===== config.mk =====
export PLATFORM = sky130hd
export DESIGN_NAME = ssiar_top
export DESIGN_NICKNAME = d
export VERILOG_FILES = /design/src/ssiar_pkg.sv /design/src/ssiar_top.sv
export VERILOG_INCLUDE_DIRS = /design/src /design/src/src
export SDC_FILE = /design/constraint.sdc
export NUM_CORES = 1
export LEC_CHECK = 0
export ABC_CLOCK_PERIOD_IN_PS = 10700
export BUFFER_PORTS_ARGS = -buffer_cell sky130_fd_sc_hd__buf_2
export CAP_MARGIN = 5
export CORE_AREA = 2 2 155 157
export CTS_BUF_LIST = sky130_fd_sc_hd__clkbuf_4
export CTS_CLUSTER_DIAMETER = 200
export DETAILED_ROUTE_END_ITERATION = 12
export DIE_AREA = 0 0 157 159
export HOLD_SLACK_MARGIN = 0.02
export PLACE_DENSITY = 0.63
export SETUP_SLACK_MARGIN = 0.5
export SLEW_MARGIN = 20
export SYNTH_ARGS = -nofsm -noshare
export SYNTH_HDL_FRONTEND = slang
export SYNTH_SLANG_ARGS = --single-unit
export TNS_END_PERCENT = 100

===== constraint.sdc =====
create_clock -name aclk -period 10.7 [get_ports aclk]
set_input_delay 1.07 -clock aclk [delete_from_list [all_inputs] [get_ports aclk]]
set_output_delay 1.07 -clock aclk [all_outputs]
set_load 0.03 [all_outputs]

===== src/ssiar_defines.svh =====
// offsets, field positions, reset values and timing counts for the reader
// assumes a 20 MHz system clock and a 32-bit AXI4-Lite register bus
`ifndef SSIAR_DEFINES_SVH
`define SSIAR_DEFINES_SVH

`define SSIAR_CLK_HZ 20000000
`define SSIAR_OFS_CTRL 5'h00
`define SSIAR_OFS_WIDTH 5'h04
`define SSIAR_OFS_CLKDIV 5'h08
`define SSIAR_OFS_PAUSE 5'h0C
`define SSIAR_OFS_POS 5'h10
`define SSIAR_OFS_STAT 5'h14
`define SSIAR_SCLK_KHZ 500
`define SSIAR_HALF_DEF (`SSIAR_CLK_HZ / (`SSIAR_SCLK_KHZ * 1000 * 2))
`define SSIAR_PAUSE_US 80
`define SSIAR_PAUSE_DEF ((`SSIAR_CLK_HZ / 1000000) * `SSIAR_PAUSE_US)
`define SSIAR_REV_DEF 6'h0C
`define SSIAR_ANG_DEF 6'h0D
`define SSIAR_MAX_BITS 7'h20
`define SSIAR_CODE_OK 2'h0
`define SSIAR_CODE_LINK 2'h1
`define SSIAR_CODE_PARAM 2'h2
`define SSIAR_CTRL_GRAY 0
`define SSIAR_CTRL_RUN 1
`define SSIAR_CTRL_DEF 2'h3

`endif


===== src/ssiar_pkg.sv =====
// types shared by the reader
// assumes ssiar_defines.svh supplies the numbers
package ssiar_pkg;
	typedef enum logic [2:0] {
		SSIAR_IDLE = 3'b000,
		SSIAR_LOW = 3'b001,
		SSIAR_HIGH = 3'b010,
		SSIAR_PAUSE = 3'b011,
		SSIAR_DONE = 3'b100
	} ssiar_state_e;
	typedef logic [1:0] ssiar_code_t;
endpackage


===== src/ssiar_top.sv =====
// SSI absolute encoder reader with an AXI4-Lite register slave
// assumes encoder data arrives asynchronously and is synchronised here
//
// What this block does
// - status code 0 ok, 1 link, 2 params
// - broken or absent encoder gives code one
// - width sum above 32 gives code two
// - faults freeze position at last good value
// - good frames resume position updates again
// - position and code read as separate registers
// - gray or binary decode, gray by default
// - serial clock rate configurable, default 500 kHz
// - no new frame during pause after frame
// - frame length from widths, default 12+13
`timescale 1ns/100ps
`include "ssiar_defines.svh"

module ssiar_top (
	input wire logic aclk,
	input wire logic aresetn,
	input wire logic [4:0] s_axi_awaddr,
	input wire logic s_axi_awvalid,
	output logic s_axi_awready,
	input wire logic [31:0] s_axi_wdata,
	input wire logic [3:0] s_axi_wstrb,
	input wire logic s_axi_wvalid,
	output logic s_axi_wready,
	output logic [1:0] s_axi_bresp,
	output logic s_axi_bvalid,
	input wire logic s_axi_bready,
	input wire logic [4:0] s_axi_araddr,
	input wire logic s_axi_arvalid,
	output logic s_axi_arready,
	output logic [31:0] s_axi_rdata,
	output logic [1:0] s_axi_rresp,
	output logic s_axi_rvalid,
	input wire logic s_axi_rready,
	output logic ssi_clk,
	input wire logic ssi_data
);
	import ssiar_pkg::*;

	////////////////////////////////////////////////////////////////////////
	// configuration and status
	logic [1:0] ctrl_r; // gray select and run enable
	logic [5:0] revolution_count_width_r;
	logic [5:0] angle_bits_width_r;
	logic [15:0] half_r; // system cycles per half serial period
	logic [15:0] pause_r; // system cycles of pause after a frame
	logic [31:0] absolute_position_value_r;
	ssiar_code_t link_fault_code_r;
	logic [6:0] total_bits; // frame length
	logic param_bad;

	assign total_bits = {1'b0, revolution_count_width_r} +
		{1'b0, angle_bits_width_r};
	assign param_bad = (total_bits > `SSIAR_MAX_BITS);

	////////////////////////////////////////////////////////////////////////
	// gray to binary over the valid low bits
	function automatic logic [31:0] gray2bin(input logic [31:0] g,
		input logic [6:0] n);
		logic [31:0] b;
		b = 32'h0;
		if (n > 7'h1F) begin
			b[31] = g[31];
		end
		for (int i = 30; i >= 0; i--) begin
			if (i < n) begin
				b[i] = g[i] ^ b[i + 1];
			end
		end
		return b;
	endfunction

	////////////////////////////////////////////////////////////////////////
	// AXI4-Lite write channel: address and data taken in either order
	logic aw_held_r;
	logic w_held_r;
	logic [4:0] awaddr_r;
	logic [31:0] wdata_r;
	logic do_write;

	assign s_axi_awready = ~aw_held_r & ~s_axi_bvalid;
	assign s_axi_wready = ~w_held_r & ~s_axi_bvalid;
	assign do_write = aw_held_r & w_held_r & ~s_axi_bvalid;
	assign s_axi_bresp = 2'h0;

	// capture address and data, issue response after both
	always_ff @(posedge aclk) begin
		if (!aresetn) begin
			aw_held_r <= 1'b0;
			w_held_r <= 1'b0;
			awaddr_r <= 5'h00;
			wdata_r <= 32'h0;
			s_axi_bvalid <= 1'b0;
		end else begin
			if (s_axi_awvalid && s_axi_awready) begin
				aw_held_r <= 1'b1;
				awaddr_r <= s_axi_awaddr;
			end
			if (s_axi_wvalid && s_axi_wready) begin
				w_held_r <= 1'b1;
				wdata_r <= s_axi_wdata;
			end
			if (do_write) begin
				aw_held_r <= 1'b0;
				w_held_r <= 1'b0;
				s_axi_bvalid <= 1'b1;
			end else if (s_axi_bready) begin
				s_axi_bvalid <= 1'b0;
			end
		end
	end

	// register writes; unmapped and read-only words are ignored
	always_ff @(posedge aclk) begin
		if (!aresetn) begin
			ctrl_r <= `SSIAR_CTRL_DEF;
			revolution_count_width_r <= `SSIAR_REV_DEF;
			angle_bits_width_r <= `SSIAR_ANG_DEF;
			half_r <= 16'(`SSIAR_HALF_DEF);
			pause_r <= 16'(`SSIAR_PAUSE_DEF);
		end else if (do_write) begin
			case ({awaddr_r[4:2], 2'b00})
				`SSIAR_OFS_CTRL: begin
					ctrl_r <= wdata_r[1:0];
				end
				`SSIAR_OFS_WIDTH: begin
					revolution_count_width_r <= wdata_r[5:0];
					angle_bits_width_r <= wdata_r[13:8];
				end
				`SSIAR_OFS_CLKDIV: begin
					// zero would give a one-cycle half, the same as one; it is stored as one
					half_r <= (wdata_r[15:0] == 16'h0) ? 16'h1 :
						wdata_r[15:0];
				end
				`SSIAR_OFS_PAUSE: begin
					pause_r <= wdata_r[15:0];
				end
				default: begin
				end
			endcase
		end
	end

	////////////////////////////////////////////////////////////////////////
	// AXI4-Lite read channel, one cycle answer
	assign s_axi_arready = ~s_axi_rvalid;
	assign s_axi_rresp = 2'h0;

	// read mux; unmapped addresses read zero with OKAY
	always_ff @(posedge aclk) begin
		if (!aresetn) begin
			s_axi_rvalid <= 1'b0;
			s_axi_rdata <= 32'h0;
		end else if (s_axi_arvalid && s_axi_arready) begin
			s_axi_rvalid <= 1'b1;
			case ({s_axi_araddr[4:2], 2'b00})
				`SSIAR_OFS_CTRL: s_axi_rdata <= {30'h0, ctrl_r};
				`SSIAR_OFS_WIDTH: s_axi_rdata <= {18'h0,
					angle_bits_width_r, 2'h0, revolution_count_width_r};
				`SSIAR_OFS_CLKDIV: s_axi_rdata <= {16'h0, half_r};
				`SSIAR_OFS_PAUSE: s_axi_rdata <= {16'h0, pause_r};
				`SSIAR_OFS_POS: s_axi_rdata <=
					absolute_position_value_r;
				`SSIAR_OFS_STAT: s_axi_rdata <=
					{30'h0, link_fault_code_r};
				default: s_axi_rdata <= 32'h0;
			endcase
		end else if (s_axi_rready) begin
			s_axi_rvalid <= 1'b0;
		end
	end

	////////////////////////////////////////////////////////////////////////
	// data pin synchroniser; first stage feeds only the second
	logic data_s1_r;
	logic data_s2_r;

	always_ff @(posedge aclk) begin
		if (!aresetn) begin
			data_s1_r <= 1'b1;
			data_s2_r <= 1'b1;
		end else begin
			data_s1_r <= ssi_data;
			data_s2_r <= data_s1_r;
		end
	end

	////////////////////////////////////////////////////////////////////////
	// frame sequencer: one cyclic_update_period per frame plus pause
	ssiar_state_e state_r;
	logic [15:0] tick_r; // half-period or pause counter
	logic [6:0] bits_r; // bits left to clock
	logic [31:0] shift_r;
	logic link_ok_r; // line high at frame start and at pause end
	logic frame_end; // one-cycle pulse when a frame is judged

	assign frame_end = (state_r == SSIAR_DONE);

	always_ff @(posedge aclk) begin
		if (!aresetn) begin
			state_r <= SSIAR_IDLE;
			tick_r <= 16'h0;
			bits_r <= 7'h0;
			shift_r <= 32'h0;
			ssi_clk <= 1'b1;
			link_ok_r <= 1'b0;
		end else begin
			case (state_r)
				SSIAR_IDLE: begin
					ssi_clk <= 1'b1;
					// a bad width sum never starts a frame
					if (ctrl_r[`SSIAR_CTRL_RUN] && !param_bad) begin
						// idle line must be high, else encoder absent
						link_ok_r <= data_s2_r;
						shift_r <= 32'h0;
						bits_r <= total_bits;
						tick_r <= half_r;
						ssi_clk <= 1'b0;
						state_r <= SSIAR_LOW;
					end
				end
				SSIAR_LOW: begin
					if (tick_r <= 16'h1) begin
						ssi_clk <= 1'b1;
						tick_r <= half_r;
						state_r <= SSIAR_HIGH;
					end else begin
						tick_r <= tick_r - 16'h1;
					end
				end
				SSIAR_HIGH: begin
					if (tick_r <= 16'h1) begin
						// sample just before the next falling edge
						shift_r <= {shift_r[30:0], data_s2_r};
						bits_r <= bits_r - 7'h1;
						tick_r <= half_r;
						if (bits_r <= 7'h1) begin
							// clock stays high; pause follows last edge
							tick_r <= pause_r;
							state_r <= SSIAR_PAUSE;
						end else begin
							ssi_clk <= 1'b0;
							state_r <= SSIAR_LOW;
						end
					end else begin
						tick_r <= tick_r - 16'h1;
					end
				end
				SSIAR_PAUSE: begin
					// waiting out the pause blocks any new frame
					if (tick_r <= 16'h1) begin
						// line must have risen again by the end of the pause
						link_ok_r <= link_ok_r & data_s2_r;
						state_r <= SSIAR_DONE;
					end else begin
						tick_r <= tick_r - 16'h1;
					end
				end
				SSIAR_DONE: begin
					state_r <= SSIAR_IDLE;
				end
				default: begin
					state_r <= SSIAR_IDLE;
				end
			endcase
		end
	end

	////////////////////////////////////////////////////////////////////////
	// position and status update at each frame end unless the width sum is bad, which sets code two at once
	always_ff @(posedge aclk) begin
		if (!aresetn) begin
			absolute_position_value_r <= 32'h0;
			link_fault_code_r <= `SSIAR_CODE_OK;
		end else if (param_bad) begin
			link_fault_code_r <= `SSIAR_CODE_PARAM;
		end else if (frame_end) begin
			if (link_ok_r) begin
				absolute_position_value_r <= ctrl_r[`SSIAR_CTRL_GRAY] ?
					gray2bin(shift_r, total_bits) : shift_r;
				link_fault_code_r <= `SSIAR_CODE_OK;
			end else begin
				// position left untouched on a fault
				link_fault_code_r <= `SSIAR_CODE_LINK;
			end
		end
	end

endmodule

; Word-level counts from Yosys, hierarchy flattened
; Cells that the tools add are included.
[totals]
out_inout_bits = 42
reg_bits = 199
mem_bits_rw = 0
memories = 0
mem_bits_ro = 0
latch_bits = 0
[op_classes]
mul = 0
mux = 192
magnitude_cmp = 35
reduce_logical = 28
add_sub_neg = 3
n_shift = 0
div_mod_pow = 0
bitwise = 42
eq_ne = 18
[op_table]
columns = operator, count
row1 = 32-bit case mux with 6 select lines, 1
row2 = 1-bit two-way mux, 167
row3 = "5-bit by 7-bit less-than comparator with 1-bit output, first input constant", 15
row4 = 16-bit two-way mux, 6
row5 = 32-bit two-way mux, 3
row6 = 16-bit case mux with 4 select lines, 1
row7 = 32-bit case mux with 2 select lines, 1
row8 = "4-bit by 7-bit less-than comparator with 1-bit output, first input constant", 8
row9 = 1-bit bitwise XOR, 31
row10 = "3-bit by 7-bit less-than comparator with 1-bit output, first input constant", 4
row11 = "3-bit by 2-bit == test with 1-bit output, second input constant", 6
row12 = "16-bit by 1-bit <= comparator with 1-bit output, second input constant", 1
row13 = 16-bit logical NOT, 1
row14 = "16-bit by 1-bit subtractor with 16-bit output, second input constant", 1
row15 = "1-bit by 7-bit less-than comparator with 1-bit output, first input constant", 2
row16 = "2-bit by 7-bit less-than comparator with 1-bit output, first input constant", 2
row17 = 7-bit two-way mux, 2
row18 = 7-bit case mux with 2 select lines, 1
row19 = 3-bit two-way mux, 4
row20 = "2-bit != test, second input constant", 6
row21 = 3-bit case mux with 4 select lines, 1
row22 = 3-bit AND reduction, 4
row23 = 2-bit nonzero test, 5
row24 = "3-bit by 1-bit == test with 1-bit output, second input constant", 3
row25 = other kinds (19), 42

; Depth between registers and ports, before layout
[depth]
word_depth = 190
mapped_depth = 30
depth_no_buf = 29

; Least setup slack after synthesis
; No wires, ideal clock.
[synth_timing]
path_kind = reg-to-reg
startpoint = reg revolution_count_width_r[0]
endpoint = reg absolute_position_value_r[0]
path_buffers = 1
slack_ps = 1890
stages_incl_launch_ff = 31
synth_period_minus_slack_ps = 8810
arrival_ps = 8714
cell_sequence = dfxtp_1 -> ha_1 -> fa_1 -> and3_4 -> or3_4 -> and4_1 -> buf_6 -> a21o_1 -> a2111o_1 -> and2_0 -> a2111o_1 -> o221a_1 -> or4_4 -> and3b_4 -> o32a_1 -> or4_4 -> and3_4 -> or4b_4 -> and4_4 -> or3_4 -> a221o_1 -> a21oi_2 -> mux2_2 -> o21ai_1 -> a31oi_1 -> a2111o_1 -> a31oi_1 -> a211oi_2 -> or4b_4 -> a21o_1 -> o311ai_1
[synth_between]
elab_chain_len = 190
word_cells_on_any_way = 224
classes_between = add/sub: 1 / order compare: 33 / mux: 157 / bitwise: 32 / reduce/logical: 1
[synth_lines]
columns = item, line_no
row1 = from (decl), ssiar_top.sv:46  ; logic [5:0] revolution_count_width_r;
row2 = from (signal assigned), ssiar_top.sv:120  ; revolution_count_width_r <= `SSIAR_REV_DEF;
row3 = from (signal assigned), ssiar_top.sv:130  ; revolution_count_width_r <= wdata_r[5:0];
row4 = 6-bit by 6-bit adder with 7-bit output (*), ssiar_top.sv:55  ; assign total_bits = {1'b0, revolution_count_width_r} +
row5 = 7-bit by 5-bit greater-than comparator with 1-bit output, ssiar_top.sv:65  ; if (n > 7'h1F) begin
row6 = 1-bit two-way mux, ssiar_top.sv:65
row7 = 1-bit two-way mux, ssiar_top.sv:281  ; if (link_ok_r) begin
row8 = 1-bit two-way mux, ssiar_top.sv:280  ; end else if (frame_end) begin
row9 = 1-bit two-way mux, ssiar_top.sv:278  ; end else if (param_bad) begin
row10 = 1-bit two-way mux, ssiar_top.sv:275  ; if (!aresetn) begin
row11 = 1-bit bitwise XOR, ssiar_top.sv:70  ; b[i] = g[i] ^ b[i + 1];
row12 = [174 not listed], -
row13 = 1-bit two-way mux, ssiar_top.sv:69  ; if (i < n) begin
row14 = 1-bit two-way mux, ssiar_top.sv:281
row15 = 1-bit two-way mux, ssiar_top.sv:280
row16 = 1-bit two-way mux, ssiar_top.sv:278
row17 = 1-bit two-way mux, ssiar_top.sv:275
row18 = 1-bit bitwise XOR, ssiar_top.sv:70
row19 = 1-bit two-way mux, ssiar_top.sv:69
row20 = 32-bit two-way mux, ssiar_top.sv:282  ; absolute_position_value_r <= ctrl_r[`SSIAR_CTRL_GRAY] ?
row21 = to (signal assigned), ssiar_top.sv:282
row22 = to (decl), ssiar_top.sv:50  ; logic [31:0] absolute_position_value_r;
; Every way passes the cells marked *; elsewhere a longest branch is shown, timed or not. The select of a mux whose other input is x is not followed.
; A chain may end at the register's enable or synchronous reset.

; Final worst setup path
; Ends and elaborated chain as after synthesis.

==> impl_results.md <==
* Worst-Skew Late Latency at 0.61 ns
* Placer Congestion at 0.882
* Die Wd at 157 um
* Hold Path Stages at 1
* Cell Rows at between 50 and 60
* Vias per Instance at roughly 5.8
* Sequential Power Share at 0.448
* Post-route DRC violation count at 0
* Reg-to-reg startpoint: revolution_count_width_r[0]$_SDFFE_PN0P_
* WP data required at 11.22 ns
* Synthesized netlist cell count at 1,337
* Dpl hpwl at 20.1 mm
* Number of flops mapped to enable cells by yosys at 0
* Nets at about 1,400
* Final period util at 0.889
* Most frequent cells in the layout: nand2_1, dfxtp_1, nor2_1
* Post-synth top flop: dfxtp_1
* Worst slew pin tran at 1.07 ns
* Post-CTS Setup Bufs at 0
* Vias in the first global route at 8,520
* CP Launch Type: register
* Final setup fails at 0
* Syn Std Cell Area at roughly 10,000 um^2
* Outcome: completed
* Commonest non-fill, non-tap cell in the layout: nand2_1
* Final hold viol count at 0
* Avg Cell Area, Syn at 7.71 um^2
* CTS sink count at 197
* Fin. max-slew vios at 0
* CP bufs+invs at 0
* Async set-reset flop share out of synthesis at 0
* Setup Skew at 0.0219 ns
* Minimum clock period at 9.51 ns
* Die area at 25,000 um^2
* Final setup margin at 1.19 ns
* Share of post-route cells with drive strength above 1 at 0.115
* Psw at 0.761 mW
* Min-Delay Startpoint: data_s1_r$_SDFF_PN1_
* Longest Clk Path Bufs at 2
* Final ANT Viol Nets at 0
* Reg2reg path depth at 28
* Total power at 1.87 mW
* Worst Setup End Kind: register
* Clock group share of total power at 0.199
* R2R setup slack at 1.19 ns
* Area Overhead vs Synth at 6.62%
* Setup TNS at 0 ns
* CP Class: register to register
* Count of hold-fix buffers inserted at cts at 0
* PortBufs at 67
* Htree depth at 4
* Pwr dens at 171 nW/um^2
* Switching Share at 0.406
* CP Max Fanout at 8
* # IOs at 96
* Wirelength per Cell at approximately 17 um
* Die extent in y at 159 um
* Hold WC Path Type: register to register
* Via count at 9,727
* Pre-CTS WS at 1.38 ns
* Slowest cell on the critical path: xnor2_1
* WHS at 0.434 ns
* Leakage at 4.05 nW
* Drt total wl at 29.1 mm
* Largest net degree at the start of global routing at 84
* Max Cap Viol at 0
* WP data arrival at around 10 ns
* Sequential area share after synthesis at 0.383
* Initial core utilization at 0.444
* Clock root cell: clkbuf_4
* Core box area at 23,200 um^2
* Fillcell total at 2,367
* Synth warnings at 0
* Share of the synthesized area in the top cell type at 0.383
* All-Layer GR Usage at 0.232
* Placed insts at 1,641
* CP max stage delay at 0.72 ns
* Drt pass-1 iters at 8
* Initial DRC Count at 889
* Yosys reg bits at between 150 and 200
* TritonCTS Buffers at 17
* Crit path max-delay family: simple AND/OR/NAND/NOR gates
* First-pass GRT wire length at 46.3 mm
* Initial antenna violation count at 1
* Non-filler cells, final at 1,678
* Slew HR at 0.287
* Crit Reg-Reg Endpoint: absolute_position_value_r[0]$_SDFFE_PN0P_
* Post-CTS Resized at 0
* Synth unique cells at 85
* Comb power frac at 0.353
* CTS tree: done
* Area contributors post-synth: dfxtp_1, nand2_1, a21oi_1
* Hold endpoint: data_s2_r$_SDFF_PN1_
* Fmax at approximately 110 MHz
* Congestion Overflow GR at 0
* RSZ-0062 raised after global routing: no
* Max VDD drop at slightly below 0.00008 V
* Internal power at 1.11 mW
* Synth area leader: dfxtp_1
* Clock slew at reported path FFs at 0.17 ns
[cell type report]
class                   count  area (um^2)  area share
diodes                      5         12.5     0.00114
clock buffers              17          128      0.0116
clock inverters            15          120      0.0109
inverters                  24         92.6     0.00843
multi-input cells        1021         5860       0.533
flip-flops and latches    197         3940       0.359
well taps                 319          399      0.0363
repair buffers             80          433      0.0394
[metrics by stage]
step | area, um^2 | util
after floorplan | 10300 | -
after global placement | 10700 | 0.463
after detailed placement | 10700 | 0.463
after CTS | 11000 | 0.473
after global routing | 11000 | 0.474
final | 11000 | 0.474
[registers in the layout (all words and copies together), names as in the netlist, 2 cells and up]
name,count
angle_bits_width_r,6
ctrl_r,2
s_axi_rdata,32
pause_r,16
shift_r,32
absolute_position_value_r,32
awaddr_r,3
bits_r,7
wdata_r,16
state_r,3
tick_r,16
revolution_count_width_r,6
link_fault_code_r,2
half_r,16
[per-layer routing]
layer / vias up / wire length (um) / track usage
li1: 4788 / - / -
met1: 4638 / 14500 / 0.362
met2: 274 / 12500 / 0.332
met3: 27 / 1740 / 0.0373
met4: 0 / 438 / 0.0513
met5: - / 0 / 0
[cells by family (layout without fill, tap and decap cells)]
group | count (synthesis) | count (layout) | share of synthesized area
and+or+nand+nor | 567 | 567 | 0.259
AOI/OAI and AO/OA | 390 | 390 | 0.244
DFF | 197 | 197 | 0.383
buffers and inverters | 122 | 136 | 0.0526
muxes | 33 | 33 | 0.0335
xor gates and xnor gates | 16 | 16 | 0.0136
adders and majority gates | 11 | 11 | 0.0141
other | 1 | 9 | 0.000364
[cell usage after synthesis (7+ instances only)]
master    count
nand2_1     217
mux2_2       12
nand3_1      50
or3_1         9
mux2i_1      21
a211oi_1     21
nor2_1      149
a31oi_1      14
dfxtp_1     197
inv_1        24
nor4_1       11
o21ai_0      79
clkbuf_1     79
a222oi_1     11
buf_4         8
o221ai_1      7
nor3b_1      11
xnor2_1      10
a22oi_1      66
a221oi_1      9
ha_1         10
o21a_1       13
a21oi_1     119
and3_1        7
nand2b_1     13
nor3_1       25
and2_1       11
nor2b_1      17
[worst max-delay path by stage]
| stage | to | startpoint | slack (ns) | cells past startpoint |
|---|---|---|---|---|
| floorplan | absolute_position_value_r[0]$_SDFFE_PN0P_ | revolution_count_width_r[0]$_SDFFE_PN0P_ | 1.89 | 30 |
| global placement | absolute_position_value_r[0]$_SDFFE_PN0P_ | revolution_count_width_r[0]$_SDFFE_PN0P_ | 1.52 | 29 |
| detailed placement | absolute_position_value_r[0]$_SDFFE_PN0P_ | revolution_count_width_r[0]$_SDFFE_PN0P_ | 1.38 | 29 |
| CTS | absolute_position_value_r[0]$_SDFFE_PN0P_ | revolution_count_width_r[0]$_SDFFE_PN0P_ | 1.34 | 29 |
| global route | absolute_position_value_r[0]$_SDFFE_PN0P_ | angle_bits_width_r[0]$_SDFFE_PN1P_ | 0.80 | 28 |
| finish | absolute_position_value_r[0]$_SDFFE_PN0P_ | revolution_count_width_r[0]$_SDFFE_PN0P_ | 1.19 | 28 |
[power by group through the flow]
stage,sequential (mW),clock [mW],combinational [mW]
6_report,0.839,0.374,0.661
5_1_grt,0.846,0.414,0.733
4_1_cts,0.837,0.381,0.652
3_5_place_dp,0.852,0,0.649
3_3_place_gp,0.852,0,0.647
2_1_floorplan,0.837,0,0.500
No activity file was read; power rests on OpenSTA's default activity.
